==> src/design/rfi_pkg.sv <==
// Overview of operation
// - Normal-mode watchdog reset equals low-voltage reset, flag set
// - Power-down watchdog clears only PC, SP; flag set
// - Power-on reset clears both status flags
// - Low-voltage reset keeps both status flags
// - Normal watchdog reset sets timeout, keeps powerdown flag
// - Power-down watchdog reset sets both flags
// - Power-on reset disables every interrupt
// - Power-on clears watchdog, then counting starts
// - Power-on switches off all timers
// - Power-on holds pulse generator counter stopped
// - Power-on makes every I/O pin input
// - Power-on points stack at top level
// - Reset values chosen by reset type
// - Power-on forces program counter to zero
// - Watchdog overflow triggers the timeout reset
package rfi_pkg;
  // ==========================================
  // Reset kinds
  typedef enum logic [2:0] {
    RFI_NONE,
    RFI_POR,
    RFI_LVR,
    RFI_WDT_NORM,
    RFI_WDT_PD
  } rfi_kind_t;

  localparam logic       FLAG_POR_VALUE = 1'h0;
  localparam logic       FLAG_SET_VALUE = 1'h1;
  localparam int         SYNC_STAGES    = 2;
  localparam logic [1:0] SYNC_IDLE      = 2'h0;
endpackage : rfi_pkg

==> src/design/rfi_sync.sv <==
`timescale 1ns/10ps
module rfi_sync
  import rfi_pkg::*;
(
  input  wire logic clk_i,
  input  wire logic reset_n_i,
  input  wire logic async_i,
  output logic      sync_o
);
  logic [1:0] stage;
  logic [1:0] next_stage;

  // ==========================================
  // Two-stage synchroniser, first stage read only by second
  always_comb begin
    next_stage = {stage[0], async_i};
  end

  always_ff @(posedge clk_i or negedge reset_n_i) begin
    if (!reset_n_i) begin
      stage <= SYNC_IDLE;
    end else begin
      stage <= next_stage;
    end
  end

  assign sync_o = stage[1];
endmodule : rfi_sync

==> src/design/rfi_reset_init.sv <==
`timescale 1ns/10ps
module rfi_reset_init
  import rfi_pkg::*;
(
  input  wire logic clk_i,
  input  wire logic reset_n_i,
  input  wire logic por_i,
  input  wire logic low_voltage_reset_i,
  input  wire logic wdt_overflow_i,
  input  wire logic powerdown_i,
  input  wire logic powerdown_flag_set_i,
  input  wire logic flags_clear_i,
  output logic      wdt_timeout_flag_o,
  output logic      powerdown_flag_o,
  output logic      pc_clear_o,
  output logic      sp_top_o,
  output logic      int_disable_o,
  output logic      wdt_clear_o,
  output logic      timers_off_o,
  output logic      pulse_pattern_generator_stop_o,
  output logic      ports_input_o,
  output logic      periph_reset_o,
  output logic [2:0] reset_kind_o
);
  logic      por_s;
  logic      lvr_s;
  logic      wdt_s;
  logic      pd_s;
  rfi_kind_t kind;
  rfi_kind_t next_kind;
  logic      to_flag;
  logic      next_to_flag;
  logic      pd_flag;
  logic      next_pd_flag;
  logic      full_rst;
  logic      next_full_rst;
  logic      pcsp_rst;
  logic      next_pcsp_rst;
  logic      wdt_prev;
  logic      wdt_rise;

  // ==========================================
  // Input synchronisers
  // Synchronised reset sources
  rfi_sync u_sync_por (.clk_i(clk_i), .reset_n_i(reset_n_i), .async_i(por_i),               .sync_o(por_s));
  rfi_sync u_sync_lvr (.clk_i(clk_i), .reset_n_i(reset_n_i), .async_i(low_voltage_reset_i), .sync_o(lvr_s));
  rfi_sync u_sync_wdt (.clk_i(clk_i), .reset_n_i(reset_n_i), .async_i(wdt_overflow_i),      .sync_o(wdt_s));
  rfi_sync u_sync_pd  (.clk_i(clk_i), .reset_n_i(reset_n_i), .async_i(powerdown_i),         .sync_o(pd_s));

  assign wdt_rise = wdt_s & ~wdt_prev;

  // ==========================================
  // Classify and update flags
  always_comb begin
    next_kind     = RFI_NONE;
    next_to_flag  = to_flag;
    next_pd_flag  = pd_flag;
    // Software clear loses to a hardware set in the same cycle
    if (flags_clear_i) begin
      next_to_flag = FLAG_POR_VALUE;
      next_pd_flag = FLAG_POR_VALUE;
    end
    if (powerdown_flag_set_i) begin
      next_pd_flag = FLAG_SET_VALUE;
    end
    if (por_s) begin
      next_kind = RFI_POR;
      next_to_flag = FLAG_POR_VALUE;
      next_pd_flag = FLAG_POR_VALUE;
    end else if (wdt_rise && pd_s) begin
      next_kind = RFI_WDT_PD;
      next_to_flag = FLAG_SET_VALUE;
      next_pd_flag = FLAG_SET_VALUE;
    end else if (wdt_rise) begin
      next_kind = RFI_WDT_NORM;
      next_to_flag = FLAG_SET_VALUE;
    end else if (lvr_s && !pd_s) begin
      next_kind = RFI_LVR;
    end
    // Same full reset as low voltage
    next_full_rst = (next_kind == RFI_POR) || (next_kind == RFI_LVR) || (next_kind == RFI_WDT_NORM);
    // Power-down timeout touches PC and SP only
    next_pcsp_rst = next_full_rst || (next_kind == RFI_WDT_PD);
  end

  // All controls change on one edge
  always_ff @(posedge clk_i or negedge reset_n_i) begin
    if (!reset_n_i) begin
      kind     <= RFI_POR;
      to_flag  <= FLAG_POR_VALUE;
      pd_flag  <= FLAG_POR_VALUE;
      full_rst <= 1'h1;
      pcsp_rst <= 1'h1;
      wdt_prev <= 1'h0;
    end else begin
      kind     <= next_kind;
      to_flag  <= next_to_flag;
      pd_flag  <= next_pd_flag;
      full_rst <= next_full_rst;
      pcsp_rst <= next_pcsp_rst;
      wdt_prev <= wdt_s;
    end
  end

  // ==========================================
  // Outputs straight from flops
  assign wdt_timeout_flag_o = to_flag;
  assign powerdown_flag_o   = pd_flag;
  assign pc_clear_o = pcsp_rst;
  assign sp_top_o = pcsp_rst;
  assign int_disable_o = full_rst;
  // Watchdog held clear while full_rst is high, released so counting resumes
  assign wdt_clear_o = full_rst;
  assign timers_off_o = full_rst;
  assign pulse_pattern_generator_stop_o = full_rst;
  assign ports_input_o  = full_rst;
  assign periph_reset_o = full_rst;
  assign reset_kind_o   = kind;

  // ==========================================
  // Checks
  // Power-on clears flags
  por_flags_a : assert property (@(posedge clk_i) disable iff (!reset_n_i)
    por_s |=> (!to_flag && !pd_flag)) else $error("flags not cleared by power-on");
  lvr_flags_a : assert property (@(posedge clk_i) disable iff (!reset_n_i)
    (lvr_s && !por_s && !wdt_rise && !pd_s && !flags_clear_i && !powerdown_flag_set_i)
    |=> ($stable(to_flag) && $stable(pd_flag))) else $error("low-voltage reset changed flags");
  wdt_norm_a : assert property (@(posedge clk_i) disable iff (!reset_n_i)
    (wdt_rise && !pd_s && !por_s && !flags_clear_i && !powerdown_flag_set_i)
    |=> (to_flag && $stable(pd_flag))) else $error("normal timeout flags wrong");
  wdt_pd_a : assert property (@(posedge clk_i) disable iff (!reset_n_i)
    (wdt_rise && pd_s && !por_s) |=> (to_flag && pd_flag)) else $error("power-down timeout flags wrong");
  pd_scope_a : assert property (@(posedge clk_i) disable iff (!reset_n_i)
    (wdt_rise && pd_s && !por_s) |=> (pc_clear_o && sp_top_o && !timers_off_o && !int_disable_o))
    else $error("power-down timeout touched other state");
  wdt_full_a : assert property (@(posedge clk_i) disable iff (!reset_n_i)
    (wdt_rise && !pd_s) |=> (int_disable_o && timers_off_o && ports_input_o && wdt_clear_o))
    else $error("normal timeout not full reset");
  wdt_release_a : assert property (@(posedge clk_i) disable iff (!reset_n_i)
    (por_s ##1 !por_s && !wdt_s && !lvr_s) |=> !wdt_clear_o) else $error("watchdog clear held");
  por_core_a : assert property (@(posedge clk_i) disable iff (!reset_n_i)
    por_s |=> (pc_clear_o && sp_top_o && pulse_pattern_generator_stop_o)) else $error("power-on core not reset");

  // ==========================================
  // Further checks on reset kind and controls
  // Power-on interrupts off
  por_int_a : assert property (@(posedge clk_i) disable iff (!reset_n_i)
    por_s |=> int_disable_o) else $error("power-on left interrupts enabled");
  por_timer_a : assert property (@(posedge clk_i) disable iff (!reset_n_i)
    por_s |=> timers_off_o) else $error("power-on left timers running");
  por_pattern_a : assert property (@(posedge clk_i) disable iff (!reset_n_i)
    por_s |=> pulse_pattern_generator_stop_o) else $error("power-on left pattern generator running");
  por_ports_a : assert property (@(posedge clk_i) disable iff (!reset_n_i)
    por_s |=> (ports_input_o && periph_reset_o)) else $error("power-on left ports driving");
  por_stack_a : assert property (@(posedge clk_i) disable iff (!reset_n_i)
    por_s |=> sp_top_o) else $error("power-on left stack pointer");
  por_kind_a : assert property (@(posedge clk_i) disable iff (!reset_n_i)
    por_s |=> (kind == RFI_POR)) else $error("power-on kind wrong");
  pd_kind_a : assert property (@(posedge clk_i) disable iff (!reset_n_i)
    (wdt_rise && pd_s && !por_s) |=> (kind == RFI_WDT_PD)) else $error("power-down timeout kind wrong");
  norm_kind_a : assert property (@(posedge clk_i) disable iff (!reset_n_i)
    (wdt_rise && !pd_s && !por_s) |=> (kind == RFI_WDT_NORM)) else $error("normal timeout kind wrong");
  // Low-voltage full reset, same controls as timeout
  lvr_full_a : assert property (@(posedge clk_i) disable iff (!reset_n_i)
    (lvr_s && !pd_s && !por_s && !wdt_rise)
    |=> (kind == RFI_LVR && int_disable_o && timers_off_o && ports_input_o && wdt_clear_o))
    else $error("low-voltage reset not full reset");
  lvr_pd_a : assert property (@(posedge clk_i) disable iff (!reset_n_i)
    (lvr_s && pd_s && !por_s && !wdt_rise) |=> (kind == RFI_NONE && !pc_clear_o))
    else $error("low-voltage reset acted in power-down");
  // Held overflow gives one timeout only
  wdt_once_a : assert property (@(posedge clk_i) disable iff (!reset_n_i)
    (wdt_s && wdt_prev && !por_s && !lvr_s) |=> (kind == RFI_NONE && !pc_clear_o))
    else $error("held overflow repeated timeout");
  pd_set_wins_a : assert property (@(posedge clk_i) disable iff (!reset_n_i)
    (powerdown_flag_set_i && flags_clear_i && !por_s) |=> pd_flag)
    else $error("software clear beat hardware set");
  ctrl_agree_a : assert property (@(posedge clk_i) disable iff (!reset_n_i)
    (int_disable_o == timers_off_o) && (timers_off_o == ports_input_o) && (pc_clear_o == sp_top_o))
    else $error("reset controls out of step");
endmodule : rfi_reset_init

==> config.mk <==
export PLATFORM = sky130hd
export DESIGN_NAME = rfi_reset_init
export DESIGN_NICKNAME = d
export VERILOG_FILES = /design/src/design/rfi_pkg.sv /design/src/design/rfi_sync.sv /design/src/design/rfi_reset_init.sv
export SDC_FILE = /design/constraint.sdc
export NUM_CORES = 1
export LEC_CHECK = 0
export ABC_AREA = 1
export BUFFER_PORTS_ARGS = -buffer_cell sky130_fd_sc_hd__buf_2
export CELL_PAD_IN_SITES_DETAIL_PLACEMENT = 1
export CELL_PAD_IN_SITES_GLOBAL_PLACEMENT = 1
export CORE_UTILIZATION = 37
export CTS_BUF_LIST = sky130_fd_sc_hd__clkbuf_2 sky130_fd_sc_hd__clkbuf_4 sky130_fd_sc_hd__clkbuf_8
export CTS_CLUSTER_SIZE = 40
export DETAILED_ROUTE_END_ITERATION = 12
export GPL_ROUTABILITY_DRIVEN = 1
export PLACE_DENSITY_LB_ADDON = 0.1
export SYNTH_ARGS = -nofsm -noshare
export SYNTH_HDL_FRONTEND = slang
export SYNTH_SLANG_ARGS = --single-unit
==> constraint.sdc <==
create_clock -name clk_i -period 1 [get_ports clk_i]
set_input_delay 0.2 -clock clk_i [delete_from_list [all_inputs] [get_ports clk_i]]
set_output_delay 0.2 -clock clk_i [all_outputs]
set_load 0.02 [all_outputs]
==> qor.yml <==
drv.max_cap_violation_count: 0
worst-setup-path-type: "reg -> out"
failed_checks: "setup timing"
drt_first_pass_iters: 1
initial_antenna_violation_count: 0
num_antenna_cells: 0
grt_pass1_vias: 312
min_to: "u_sync_por.stage[0]"
die_area_um2: 1620
dp_hpwl_um: 591
critical_path.reg2reg.startpoint: "u_sync_wdt.stage[1]"
synthesis.area_per_instance_um2: 12.6
synthToLayoutAreaGrowth_pct: 38.7
leakage_power_of_the_design_nw: 0.385
wire_length_of_the_first_global_routing_pass_um: 1220
timing.hold.worst.class: "in -> reg"
netlist_top_cells_area: "dfrtp_1 (60%), dfstp_2 (15%), buf_4 (8.3%)"
synth_nets: 51
grt-ovfl-total: 0
worst_slew_pin_slew_ns: 0.336
layout.cells.most_common_list: "dfrtp_1 (13), buf_2 (7), buf_6 (7)"
period_needed_ns: 1.21
critical_path_required_ns: 0.80
holdPathStages: 1
inserted_clock_buffers: 3
cts_tree: "done"
drt_wl_total_um: 843
synth.yosys.warnings: 0
clk_latency_ns: 0.28
max-slew-margin-rel_pct: 77.6
hold_path_startpoint: "por_i"
boundaryPins: 21
y_dimension_of_the_die_um: 40.2
post_synth_inst_count: 43
register_clock_pin_slew_on_the_reported_worst_setup_and_hold_paths_ns: 0.09
worstSetupEndpointType: "output port"
initial_utilization_pct: 40.5
share_of_the_cycle_needed_by_the_critical_path_after_routing_pct: 121
postCtsSetupBuffers: 0
cpLargestDelayFamily: "flip-flops"
post-route-drc-count: 0
report.final.hold_viol_count: 0
power_density_nw_per_um2: 1720
cts_htree_levels: 1
finalClockSkew_ns: 0.000910
cp_data_arrival_time_ns: 1.01
die_width_um: 40.2
crit_path_max_fanout: 6
yosys_register_bits: 16
synth.top_cell.area_share_pct: 60.2
grt_setup_unrepaired: "yes"
critical_path.n_buffers_inverters: 1
routedWlPerCell_um: 10.5
maxSlewViolCount: 0
timing.fmax_ghz: 0.825
detail-route-antenna-nets: 0
final-setup-viol-count: 11
nNetsFinal: 74
fin_area_um2: 749
max_stage_delay_ns: 0.58
worst-r2r-cell-count: 4
synth_cell_types: 13
placeableCoreArea_um2: 1330
cts_root_buffer: "clkbuf_4"
setup_slack_ns: -0.212
start_kind: "flip-flop"
status: "finished, violations left"
timing.rr.end: "reset_kind_o[1]"
worst-r2r-setup-slack_ns: 0.17
dpl_cell_area_um2: 614
drt_first_iter_violations: 0
cp_num_cells: 1
viasPerCell: 4.45
critical_path.cell_chain: "buf_4"
commonest_non_fill_non_tap_cell_in_the_layout: "dfrtp_1"
maximum_number_of_buffers_from_clock_root_to_sink: 2
post-route-util_pct: 56.2
synth_top_cell_by_area: "dfrtp_1"
tritoncts_num_sinks: 16
grt_start_max_net_pins: 17
dr_total_vias: 356
finalWeightedCongestion: 0.642
critical_path.slowest_cell: "dfstp_2"
synth_area_um2: 541
power.ir.vdd_worst_v: 0.000856
row_count: 13
drive_above_1_share_pct: 46.2
ys_seq_area_share_pct: 74.8
port_buffers: 20
grt_util_all_layers_pct: 12.9
layout.filler_cells: 137
## synth_stat cells
master / number
a21oi_1: 1
inv_1: 5
o211ai_1: 1
o21ai_0: 1
inv_2: 1
nor2_1: 3
buf_4: 6
nand2_2: 1
dfstp_2: 3
nand2_1: 6
nor2_2: 1
nor3_1: 1
dfrtp_1: 13
## registers in the layout (all words and copies together), names as in the netlist
register and cells:
u_sync_lvr.stage 2, powerdown_flag_o 1, wdt_prev 1, int_disable_o 1, u_sync_pd.stage 2, wdt_timeout_flag_o 1
pc_clear_o 1, reset_kind_o 3, u_sync_wdt.stage 2, u_sync_por.stage 2
## power by group
group	internal (W)	total, W	switching [W]
Clock	0.000222	0.000410	0.000188
Combinational	0.0000796	0.000167	0.0000877
Sequential	0.000687	0.000709	0.0000218
## worst max-delay path by stage
stage / start / to / slack [ns]
after global routing: int_disable_o / ports_input_o / -0.27
after detailed placement: int_disable_o / ports_input_o / 0.09
final: int_disable_o / ports_input_o / -0.21
after floorplan: int_disable_o / periph_reset_o / 0.03
after global placement: int_disable_o / wdt_clear_o / 0.11
after CTS: int_disable_o / ports_input_o / -0.23
## area by class of cell
cell class / count / area [µm²] / area share [%]
clock buffer: 4 / 36.3 / 4.84
inverter: 6 / 22.5 / 3.01
multi-input combinational: 15 / 68.8 / 9.18
sequential: 16 / 404 / 53.9
tap: 15 / 18.8 / 2.50
timing repair buffer: 24 / 199 / 26.5
## layer usage
layer	vias to the layer above	share of wire (%)	GRT usage [%]
met5	-	0	0
met4	0	1.8	10.0
met3	2	7.8	3.33
met2	21	55	23.8
met1	168	35	11.7
li1	165	-	-
## per-stage QoR
stage | total power [W] | setup TNS (ns) | cells | setup WS [ns] | hold slack, ns
final | 0.00129 | -1.72 | 80 | -0.212 | 0.0172
after floorplan | 0.000806 | 0 | 43 | 0.0329 | -0.0956
after global routing | 0.00135 | -2.29 | 80 | -0.268 | 0.00417
after global placement | 0.000841 | 0 | 72 | 0.110 | 0.109
after detailed placement | 0.000847 | 0 | 72 | 0.0870 | 0.119
after CTS | 0.00130 | -1.89 | 77 | -0.229 | 0.00992
## kinds of logic after synthesis
| kind of cell | count (synthesis) | share of synthesized area (%) |
|---|---|---|
| compound gates | 3 | 3.24 |
| buf+inv | 12 | 12.5 |
| flops | 16 | 74.8 |
| simple gates | 12 | 9.49 |
## repair_timing
action | 4_1_cts | 5_1_grt
resized for setup | 20 | 0
pin swaps | 0 | 0
hold endpoints to repair | 13 | 3
endpoints found under the setup margin | 13 | 13
hold buffers | 1 | 3
Power figures use the tool's default switching activity.
